==> config.mk <==
export PLATFORM = sky130hd
export DESIGN_NAME = servo_target_error_accumulator
export DESIGN_NICKNAME = d
export VERILOG_FILES = /design/src/inc/servo_pkg.sv /design/src/hw/servo_target_error_accumulator.sv
export SDC_FILE = /design/constraint.sdc
export NUM_CORES = 1
export LEC_CHECK = 0
export BUFFER_PORTS_ARGS = -buffer_cell sky130_fd_sc_hd__buf_2
export CAP_MARGIN = 30
export CORE_MARGIN = 3
export CORE_UTILIZATION = 40
export CTS_BUF_LIST = sky130_fd_sc_hd__clkbuf_8
export DETAILED_ROUTE_END_ITERATION = 10
export GPL_TIMING_DRIVEN = 0
export PLACE_DENSITY = 0.63
export SETUP_SLACK_MARGIN = 0.5
export SLEW_MARGIN = 40
export SYNTH_ARGS = -nofsm -noshare
export SYNTH_HDL_FRONTEND = slang
export SYNTH_SLANG_ARGS = --single-unit
==> constraint.sdc <==
create_clock -name clk -period 60.9 [get_ports clk]
set_clock_uncertainty 0.15 [all_clocks]
set_input_delay 9.135 -clock clk [delete_from_list [all_inputs] [get_ports clk]]
set_output_delay 9.135 -clock clk [all_outputs]
set_load 0.1 [all_outputs]
==> src/inc/servo_pkg.sv <==
/*
 * shared constants of the servo target/error accumulator.
 * assumes one 50 MHz clock and a 24-bit operand bus from pins.
 */
package servo_pkg;
	localparam int CLK_HZ = 50_000_000;
	localparam int POS_W = 24;
	localparam int SLICE_W = 8;
	localparam int SLICES = 3;
	localparam int GROUPS_PER_SLICE = 3;
	localparam int GROUP_W = 3;
	localparam int STEPS = SLICES * GROUPS_PER_SLICE;
	localparam int STEP_W = 4;
	localparam int DAC_W = 8;
	localparam int MAG_W = 7;
	localparam int SYNC_W = 2;
	localparam logic [POS_W-1:0] TARGET_RST = 24'h000000;
	localparam logic [POS_W-1:0] ACC_RST = 24'h000000;
	localparam logic [DAC_W-1:0] DAC_RST = 8'h00;
	localparam logic [MAG_W-1:0] MAG_ZERO = 7'h00;
	localparam logic [MAG_W-1:0] MAG_FULL = 7'h7f;
	localparam logic [SLICE_W-1:0] RAIL_LOW = 8'h00;
	localparam logic [SLICE_W-1:0] RAIL_HIGH = 8'hff;
	localparam logic [STEP_W-1:0] STEP_LAST = 4'h8;

	typedef enum logic {MODE_UPDATE, MODE_CONTROL} mode_t;
	typedef enum logic {ST_IDLE, ST_RUN} state_t;
endpackage

==> src/hw/servo_target_error_accumulator.sv <==
/*
 * 24-bit servo accumulator: adds host steps into a stored target, or
 * adds the inverted position count plus one to it, subtracting the count, to form the error.
 * assumes: bus, capture/load clocks, mode and clear come from pins and
 * are resynchronised here; the slow strobes last several clk periods.
 */
// Function
// - target register holds zero after start-up.
// - step on the bus is captured on the input capture clock.
// - update mode adds captured step to target into the accumulator.
// - target load clock copies the accumulator into the target, in update mode only.
// - after alignment, counter and accumulator values are cleared.
// - control mode captures the inverted position count from the bus.
// - control mode forces the lowest carry in to one.
// - control mode registers target minus position as the error.
// - upper two slices each give rail-high and rail-low flags.
// - dac word: top bit direction, magnitude from flags and sign bit.
// - flags near zero force magnitude 0, mostly ones force all 1.
// - each adder bit sum is xor of operands and carry.
// - each adder bit carry is majority of operands and carry.
// - carry groups of 3,3,2 bits, group carry registered to next cycle.
// - control mode updates error and dac word once per capture clock.
// - 24 bits as three 8-bit slices, carry out chained onward.
// - full result valid nine cycles after operand capture.
// - accumulator output stays driven while the target loads.
module servo_target_error_accumulator
	import servo_pkg::*;
(
	// clock and reset
	input wire logic clk,
	input wire logic srst,
	// shared operand bus and its strobes
	input wire logic [servo_pkg::POS_W-1:0] operand_bus,
	input wire logic input_capture_clock,
	input wire logic target_load_clock,
	// mode and alignment clear
	input wire logic control_mode,
	input wire logic align_clear,
	// accumulator and status
	output logic [servo_pkg::POS_W-1:0] accumulator,
	output logic [servo_pkg::POS_W-1:0] target,
	output logic carry_output,
	output logic busy,
	output logic result_valid,
	// dac stage
	output logic [servo_pkg::DAC_W-1:0] dac_word,
	output logic [3:0] offscale
);
	import servo_pkg::*;

	// refused at elaboration: stepping assumes three groups per slice
	if (POS_W != SLICES * SLICE_W || STEPS - 1 != int'(STEP_LAST))
	begin
		$error("accumulator geometry does not match");
	end

	typedef struct packed {
		logic [SYNC_W-1:0] cap_sync;
		logic cap_prev;
		logic [SYNC_W-1:0] load_sync;
		logic load_prev;
		logic [SYNC_W-1:0] mode_sync;
		logic [SYNC_W-1:0] clr_sync;
		logic clr_prev;
		logic [POS_W-1:0] bus_s1;
		logic [POS_W-1:0] bus_s2;
		logic [POS_W-1:0] operand;
		logic [POS_W-1:0] target;
		logic [POS_W-1:0] acc;
		state_t state;
		mode_t op_mode;
		logic [STEP_W-1:0] step;
		logic carry;
		logic slice_carry;
		logic valid;
		logic [STEP_W-1:0] run_len;
		logic [DAC_W-1:0] dac;
	} regs_t;

	regs_t r;
	regs_t next_r;

	// full adder bit
	function automatic logic fa_sum(logic a, logic b, logic c);
		return a ^ b ^ c;
	endfunction

	function automatic logic fa_carry(logic a, logic b, logic c);
		return (a & b) | (a & c) | (b & c);
	endfunction

	// first bit of a step: groups of 3,3,2 within each 8-bit slice
	function automatic int group_lo(logic [STEP_W-1:0] s);
		return (int'(s) / GROUPS_PER_SLICE) * SLICE_W
			+ (int'(s) % GROUPS_PER_SLICE) * GROUP_W;
	endfunction

	function automatic int group_hi(logic [STEP_W-1:0] s);
		int h;
		h = group_lo(s) + GROUP_W - 1;
		if ((int'(s) % GROUPS_PER_SLICE) == GROUPS_PER_SLICE - 1)
			h = (int'(s) / GROUPS_PER_SLICE) * SLICE_W + SLICE_W - 1;
		return h;
	endfunction

	// rail flags and dac word from an accumulator value
	function automatic logic [3:0] rails(logic [POS_W-1:0] v);
		return {v[23:16] == RAIL_HIGH, v[23:16] == RAIL_LOW,
			v[15:8] == RAIL_HIGH, v[15:8] == RAIL_LOW};
	endfunction

	function automatic logic [DAC_W-1:0] dac_of(logic [POS_W-1:0] v);
		logic [3:0] f;
		logic [MAG_W-1:0] m;
		f = rails(v);
		if (f[2] && f[0])
			m = MAG_ZERO;
		else if (f[3] && f[1])
			m = MAG_FULL;
		else if (v[POS_W-1])
			m = MAG_ZERO; // large error: saturate toward its sign
		else
			m = MAG_FULL;
		// top bit high means clockwise (positive error)
		return {~v[POS_W-1], m};
	endfunction

	logic cap_edge;
	logic load_edge;
	logic clr_edge;
	logic mode_is_ctrl;
	logic step_cin;
	logic [POS_W-1:0] b_eff;

	// strobe edges are seen only on synchronised copies
	assign cap_edge = r.cap_sync[1] & ~r.cap_prev;
	assign load_edge = r.load_sync[1] & ~r.load_prev;
	assign clr_edge = r.clr_sync[1] & ~r.clr_prev;
	assign mode_is_ctrl = r.mode_sync[1];
	// control mode: bus already carries the inverted count, carry in 1
	assign step_cin = (r.step == '0) ? (r.op_mode == MODE_CONTROL)
		: r.carry;
	assign b_eff = r.operand;

	always_comb
	begin
		int lo;
		int hi;
		logic c;
		lo = group_lo(r.step);
		hi = group_hi(r.step);
		c = step_cin;
		next_r = r;
		next_r.cap_sync = {r.cap_sync[0], input_capture_clock};
		next_r.load_sync = {r.load_sync[0], target_load_clock};
		next_r.mode_sync = {r.mode_sync[0], control_mode};
		next_r.clr_sync = {r.clr_sync[0], align_clear};
		next_r.cap_prev = r.cap_sync[1];
		next_r.load_prev = r.load_sync[1];
		next_r.clr_prev = r.clr_sync[1];
		next_r.bus_s1 = operand_bus;
		next_r.bus_s2 = r.bus_s1;
		next_r.run_len = (r.state == ST_RUN) ? r.run_len + 4'h1 : '0;
		next_r.valid = 1'b0;
		case (r.state)
			ST_IDLE:
			begin
				if (cap_edge)
				begin
					next_r.operand = r.bus_s2;
					next_r.op_mode = mode_is_ctrl ? MODE_CONTROL
						: MODE_UPDATE;
					next_r.step = '0;
					next_r.state = ST_RUN;
				end
			end
			ST_RUN:
			begin
				// one group of 3, 3 or 2 bits per cycle, carry kept for the next
				for (int i = 0; i < POS_W; i++)
				begin
					if (i >= lo && i <= hi)
					begin
						next_r.acc[i] = fa_sum(r.target[i], b_eff[i], c);
						c = fa_carry(r.target[i], b_eff[i], c);
					end
				end
				next_r.carry = c;
				if ((int'(r.step) % GROUPS_PER_SLICE)
					== GROUPS_PER_SLICE - 1)
					next_r.slice_carry = c;
				if (r.step == STEP_LAST)
				begin
					next_r.state = ST_IDLE;
					next_r.valid = 1'b1;
					if (r.op_mode == MODE_CONTROL)
						next_r.dac = dac_of(next_r.acc);
				end
				else
					next_r.step = r.step + 4'h1;
			end
			default:
				next_r.state = ST_IDLE;
		endcase
		// new target only from the accumulator, update mode only
		if (load_edge && !mode_is_ctrl)
			next_r.target = r.acc;
		// alignment done: start from zero, abandon any pending sum
		if (clr_edge)
		begin
			next_r.target = TARGET_RST;
			next_r.acc = ACC_RST;
			next_r.state = ST_IDLE;
			next_r.valid = 1'b0;
		end
	end

	always_ff @(posedge clk)
	begin
		if (srst)
		begin
			r <= '0;
			r.target <= TARGET_RST;
			r.acc <= ACC_RST;
			r.dac <= DAC_RST;
			r.state <= ST_IDLE;
			r.op_mode <= MODE_UPDATE;
		end
		else
			r <= next_r;
	end

	// outputs never float: the accumulator is always presented
	assign accumulator = r.acc;
	assign target = r.target;
	assign carry_output = r.slice_carry;
	assign busy = (r.state == ST_RUN);
	assign result_valid = r.valid;
	assign dac_word = r.dac;
	assign offscale = rails(r.acc);

	// reference sum, only read by the checks below
	logic [POS_W-1:0] exp_sum;
	assign exp_sum = r.target + r.operand
		+ {{(POS_W-1){1'b0}}, r.op_mode == MODE_CONTROL};
endmodule

-- Yosys cells after proc, flatten, opt, wreduce, memory -nomap -nowiden
Cells that the tools add are included.
- register bits: 148
- word-level logic and storage cells: 406
- output and inout port bits: 63
- muxes and demuxes: 91
- add/sub/neg operators: 6
- $lt $le $gt $ge: 48
- bitwise operators: 176
- reduce and logical (&&, ||, !) cells: 47
- div/mod/pow operators: 2
- multipliers: 1
- equality and inequality tests: 8
- operators with widths (kind ; number):
    $ge A5 B32 Y1 const A ; 8
    $ge A6 B32 Y1 const A ; 8
    $le A5 B32 Y1 const A ; 8
    $le A6 B32 Y1 const A ; 8
    $ge A4 B32 Y1 const A ; 4
    $le A4 B32 Y1 const A ; 4
    $mux W1 ; 83
    $and A1 B1 Y1 ; 75
    $ge A3 B32 Y1 const A ; 2
    $le A3 B32 Y1 const A ; 2
    $sub A32 B2 Y32 const B ; 2
    $or A1 B1 Y1 ; 48
    $xor A1 B1 Y1 ; 48
    $add A32 B3 Y32 const B ; 1
    $add A32 B32 Y32 ; 1
    $add A32 B5 Y32 const B ; 1
    $div A5 B3 Y32 const B ; 1
    $eq A32 B3 Y1 const B ; 1
    $eq A8 B8 Y1 const B ; 4
    $ge A1 B32 Y1 const A ; 1
    $ge A2 B32 Y1 const A ; 1
    $le A1 B32 Y1 const A ; 1
    $le A2 B32 Y1 const A ; 1
    $logic_not A8 Y1 ; 4
    other kinds (19) ; 62

-- Longest topological paths before layout
- depth after elaboration: 127
- gate-level depth with buffers: 114
- depth with buffers taken out: 111

-- Worst setup path after synthesis
OpenSTA, ideal clock, no wires.
- path kind: register to register
- start: register r[18] in the netlist's numbering
- end: register r (netlist bit dac_word[6])
- library setup time: 0.065 ns
- arrival: 22.595 ns
- cell stages (with the launch flop): 111
- setup slack: 38.090 ns
- period minus slack after synthesis: 22.810 ns
- cells stage by stage: dfxtp_1 buf_2 buf_1 nor2_1 ha_1 clkbuf_1 a211o_1 o21ai_1 inv_2 xnor2_1 inv_1 ha_1 or3_1 nor2_1 nor2_1 xnor2_1 ha_1 inv_1 [75 not listed] nand2_1 fa_1 nor2_1 nor2_1 fa_1 nand2_1 o31ai_1 fa_1 inv_1 nor2_1 a31oi_1 o21ai_2 fa_1 mux2i_1 o41ai_1 a211oi_1 a21oi_1 nor2_1
- longest elaborated chain between the ends: 127
- elaborated cells between the ends (all ways): 281
- ends and longest elaborated chain (element ; line ; RTL):
    start, declared ; servo_target_error_accumulator.sv:80 ; regs_t r;
    start signal, assigned ; servo_target_error_accumulator.sv:230 ; r <= next_r;
    $mod A5 B3 Y32 ; servo_target_error_accumulator.sv:95, servo_target_error_accumulator.sv:101 ;
    $mul A32 B3 Y32 ; servo_target_error_accumulator.sv:95 ; + (int'(s) % GROUPS_PER_SLICE) * GROUP_W;
    $add A32 B32 Y32 ; servo_target_error_accumulator.sv:95 ;
    $add A32 B3 Y32 ; servo_target_error_accumulator.sv:100 ; h = group_lo(s) + GROUP_W - 1;
    $sub A32 B2 Y32 ; servo_target_error_accumulator.sv:100 ;
    $mux W32 ; servo_target_error_accumulator.sv:101 ; if ((int'(s) % GROUPS_PER_SLICE) == GROUPS_PER_SLICE - 1)
    $le A1 B32 Y1 ; servo_target_error_accumulator.sv:182 ; if (i >= lo && i <= hi)
    $logic_and A1 B1 Y1 ; servo_target_error_accumulator.sv:182 ;
    [111 not listed] ; -- ;
    $mux W1 ; servo_target_error_accumulator.sv:165 ; case (r.state)
    $xor A1 B1 Y1 ; servo_target_error_accumulator.sv:85 ; return a ^ b ^ c;
    $mux W1 ; servo_target_error_accumulator.sv:182 ;
    $mux W1 ; servo_target_error_accumulator.sv:165 ;
    $eq A8 B8 Y1 ; servo_target_error_accumulator.sv:108 ; return {v[23:16] == RAIL_HIGH, v[23:16] == RAIL_LOW,
    $logic_and A1 B1 Y1 ; servo_target_error_accumulator.sv:118 ; else if (f[3] && f[1])
    $mux W7 ; servo_target_error_accumulator.sv:118 ;
    $mux W7 ; servo_target_error_accumulator.sv:116 ; if (f[2] && f[0])
Parallel ways exist; a longest one is shown, timed or not. The select of a mux whose other input is x is not followed.
A chain may end at the register's enable or synchronous reset.

-- Final worst setup path
Same ends and word-level chain as after synthesis.

==> out/qor.txt <==
====================================================================================
Number of nets with antenna violations after routing                               0
Post-detailed-placement half-perimeter wirelength                            28.1 mm
Worst Setup End Kind                                                       flip-flop
Final hold vios                                                                    0
Worst path arrival time                                                     26.78 ns
Flip-flop cell with the highest count after synthesis                   sky130_fd_sc_hd__dfxtp_1
Worst hold path type                                                    flip-flop to flip-flop
Post-detailed-route DRC marker count                                               0
Clock tree buffer depth                                                            2
Area of the placeable core                                                28,900 µm²
Startpoint type of the worst setup path                                    flip-flop
Count of input and output buffers                                                 92
Antenna violations before repair                                                   0
Period utilisation layout                                                      0.436
Synth-to-layout area growth                                                    11.7%
TNS Setup                                                                       0 ns
Largest net degree at the start of global routing                                 17
Post-Syn Nets                                                                  1,667
MaxCap Viol Count                                                                  0
Share of the yosys chip area belonging to registers                            0.241
F_max                                                                     0.0377 GHz
Via count of the first global-routing pass                                    10,400
FF+latch area                                                               2840 µm²
Count of state elements after synthesis                                          142
Critical path required time                                                 61.15 ns
First-pass GRT wire length                                                   54.0 mm
DR iter-0 viols                                                                  774
Post-Synthesis Cells                                                           1,498
Number of enable flip-flop cells after synthesis                                   0
Post-cts hold buffer count                                                         0
Fraction of synthesis flops using an asynchronous set or reset pin                 0
Yosys warnings                                                                     0
Number of clock sinks seen by CTS                                                142
Cell Rows                                                                         62
Setup repair after global routing missed its margin                               no
Worst slew slack as a fraction of its limit                                    0.371
Vias per std cell                                                               5.54
Cell chosen for the clock root                                          sky130_fd_sc_hd__clkbuf_8
Clock-pin slew on the worst setup and hold paths                             0.10 ns
Standard cell with the maximum stage delay on the critical path         sky130_fd_sc_hd__nor2_1
CP Class                                                                flip-flop to flip-flop
Initial standard-cell utilization of the core                                  0.408
Stage delay of the slowest cell on the critical path                         0.60 ns
Setup-violating endpoint count in the final report                                 0
Number of filler cells placed in the layout                                    2,951
Full die area                                                             31,600 µm²
Number of I/O pins                                                                93
Routed wire length                                                           34.1 mm
Overall Global Routing Usage                                                   0.213
Syn_area_per_cell                                                           7.87 µm²
Ratio of cells with drive above 1 in the final layout                          0.153
CTS tree                                                                       built
Post-layout min period                                                      26.53 ns
Final hold slack                                                            0.281 ns
Crit-path leading delay family                                           adder cells
Outcome                                                                 complete, no violations
Count of nets after finishing                                                  1,779
Post-CTS Setup Bufs                                                                0
1st-pass router iterations                                                         6
Post-synthesis cell type count                                                    92
Number of antenna repair diodes                                                    0
Clk Latency, worst-skew pair                                                 0.45 ns
Congestion Overflow GR                                                             0
Slew of the pin with the lowest slew margin                                 0.939 ns
Worst slack at placement                                                    34.75 ns
Total Power                                                               0.000210 W
CTS buffer count                                                                  17
Leakage power summed over all cells                                          6.00 nW
Max IR drop VDD                                                              22.0 µV
Via total after detailed routing                                              11,100
Setup slack after layout                                                    34.37 ns
Power per unit of standard cell area                                     16.0 nW/µm²
Most frequent cell on the critical path                                 sky130_fd_sc_hd__fa_1
Largest fanout on the critical path                                               10
H-Tree Level Count                                                                 4
Horizontal die dimension                                                      178 µm
Cell area after synthesis                                                 11,800 µm²
Max Slew Vio Count                                                                 0
Placer's final routability congestion estimate                                 0.964
Number of resized instances in the post-cts repair step                            0
Die Ht                                                                        178 µm
Routed WL per cell                                                           17.0 µm
Multi-input logic area                                                      8060 µm²
Count of buffering cells on the critical path with inverters included             17
====================================================================================
## per-layer routing
| metal | wire [µm] | up-vias | GRT usage |
|---|---|---|---|
| met5 | 0 | - | 0 |
| met4 | 951 | 0 | 0.0723 |
| li1 | - | 5527 | - |
| met2 | 16200 | 320 | 0.362 |
| met3 | 1410 | 55 | 0.0208 |
| met1 | 15600 | 5215 | 0.283 |
## Yosys cell counts, drive strengths merged (7+ instances only)
library cell,number,area share
nand2,202,0.065
dfxtp,142,0.24
nor2,129,0.041
a21oi,127,0.056
ha,111,0.12
nor2b,70,0.037
inv,67,0.021
buf,66,0.041
o21ai,63,0.028
clkbuf,46,0.015
nor3,37,0.016
nand3,30,0.013
nand4,29,0.015
fa,28,0.048
a211oi,24,0.017
mux2i,24,0.020
o211ai,18,0.011
xnor2,18,0.013
or3,16,0.0089
o21a,15,0.0096
mux2,13,0.013
nor4,13,0.0082
a21o,12,0.0076
or2,12,0.0064
or4,12,0.0086
and2,11,0.0058
and3,10,0.0053
o31ai,10,0.0072
xor2,10,0.0074
a31oi,7,0.0037
nand2b,7,0.0037
o21bai,7,0.0045
o22ai,7,0.0037
## state kept, by name (all words and copies together) (netlist names)
name	flops
carry_output	1
accumulator	24
dac_word	2
busy	1
target	24
next_r	31
b_eff	24
r	33
result_valid	1
mode_is_ctrl	1
## final timing paths
check,from,to,slack [ns],cells after the start
setup / recovery,r[18],dac_word[6],34.37,110
hold / removal,r[106],b_eff[13],0.28,2
setup reg to reg,r[18],dac_word[6],34.37,110
hold reg to reg,r[106],b_eff[13],0.28,2
## cells by family (layout without fill, tap and decap cells)
kind of cell | count (synthesis) | after routing | share of synthesized area
and+or+nand+nor | 604 | 604 | 0.254
AOI/OAI and AO/OA | 367 | 367 | 0.208
buffers and inverters | 181 | 306 | 0.0775
DFF | 142 | 142 | 0.241
adders and majority gates | 139 | 139 | 0.165
muxes | 37 | 37 | 0.0331
xor gates and xnor gates | 28 | 28 | 0.0208
## worst min-delay path: stages, from the launching register on
cell                      delay [ns]
sky130_fd_sc_hd__dfxtp_1        0.30
sky130_fd_sc_hd__nand2_1        0.05
sky130_fd_sc_hd__a21oi_1        0.05
## cells in the final DEF (no fill, tap or decap), types with 8 or more instances in the layout
cell type / netlist / final
sky130_fd_sc_hd__nand2_1: 201 / 201
sky130_fd_sc_hd__dfxtp_1: 142 / 142
sky130_fd_sc_hd__nor2_1: 128 / 128
sky130_fd_sc_hd__a21oi_1: 119 / 119
sky130_fd_sc_hd__ha_1: 111 / 111
sky130_fd_sc_hd__buf_2: 4 / 96
sky130_fd_sc_hd__nor2b_1: 70 / 70
sky130_fd_sc_hd__inv_1: 66 / 66
sky130_fd_sc_hd__buf_4: 57 / 57
sky130_fd_sc_hd__o21ai_0: 50 / 49
sky130_fd_sc_hd__clkbuf_1: 46 / 46
sky130_fd_sc_hd__nor3_1: 37 / 37
sky130_fd_sc_hd__nand3_1: 29 / 29
sky130_fd_sc_hd__nand4_1: 29 / 29
sky130_fd_sc_hd__fa_1: 28 / 28
sky130_fd_sc_hd__mux2i_1: 24 / 24
sky130_fd_sc_hd__a211oi_1: 22 / 22
sky130_fd_sc_hd__o211ai_1: 18 / 18
sky130_fd_sc_hd__xnor2_1: 18 / 17
sky130_fd_sc_hd__clkbuf_8: 0 / 17
sky130_fd_sc_hd__or3_1: 15 / 15
sky130_fd_sc_hd__o21a_1: 15 / 15
sky130_fd_sc_hd__a21o_1: 12 / 12
sky130_fd_sc_hd__mux2_2: 12 / 12
sky130_fd_sc_hd__or2_2: 11 / 11
sky130_fd_sc_hd__o21ai_1: 10 / 11
sky130_fd_sc_hd__and2_1: 11 / 11
sky130_fd_sc_hd__nor4_1: 12 / 11
sky130_fd_sc_hd__and3_1: 10 / 10
sky130_fd_sc_hd__xor2_1: 10 / 10
sky130_fd_sc_hd__or4_1: 9 / 9
sky130_fd_sc_hd__a21oi_2: 8 / 8
## power breakdown
part	internal, W	total [W]	switching (W)
Sequential	0.0000954	0.0000973	0.00000181
Clock	0.0000346	0.0000765	0.0000419
Combinational	0.0000122	0.0000365	0.0000243
## per-stage QoR
step                       util  area (µm²)  instances
final                     0.456       13200       2007
after global routing      0.456       13200       2007
after CTS                 0.456       13200       2006
after detailed placement  0.442       12700       1974
after global placement    0.441       12700       1974
after floorplan               -       11800       1498
## layout make-up
| type | instances | share of cell area |
|---|---|---|
| multi-input combinational | 1175 | 0.612 |
| sequential | 142 | 0.216 |
| buffer | 112 | 0.0497 |
| tap | 384 | 0.0365 |
| timing repair buffer | 93 | 0.0354 |
| inverter | 69 | 0.0197 |
| clock buffer | 17 | 0.0178 |
| clock inverter | 15 | 0.0129 |
Note: power is estimated with default switching activity, not from simulation.
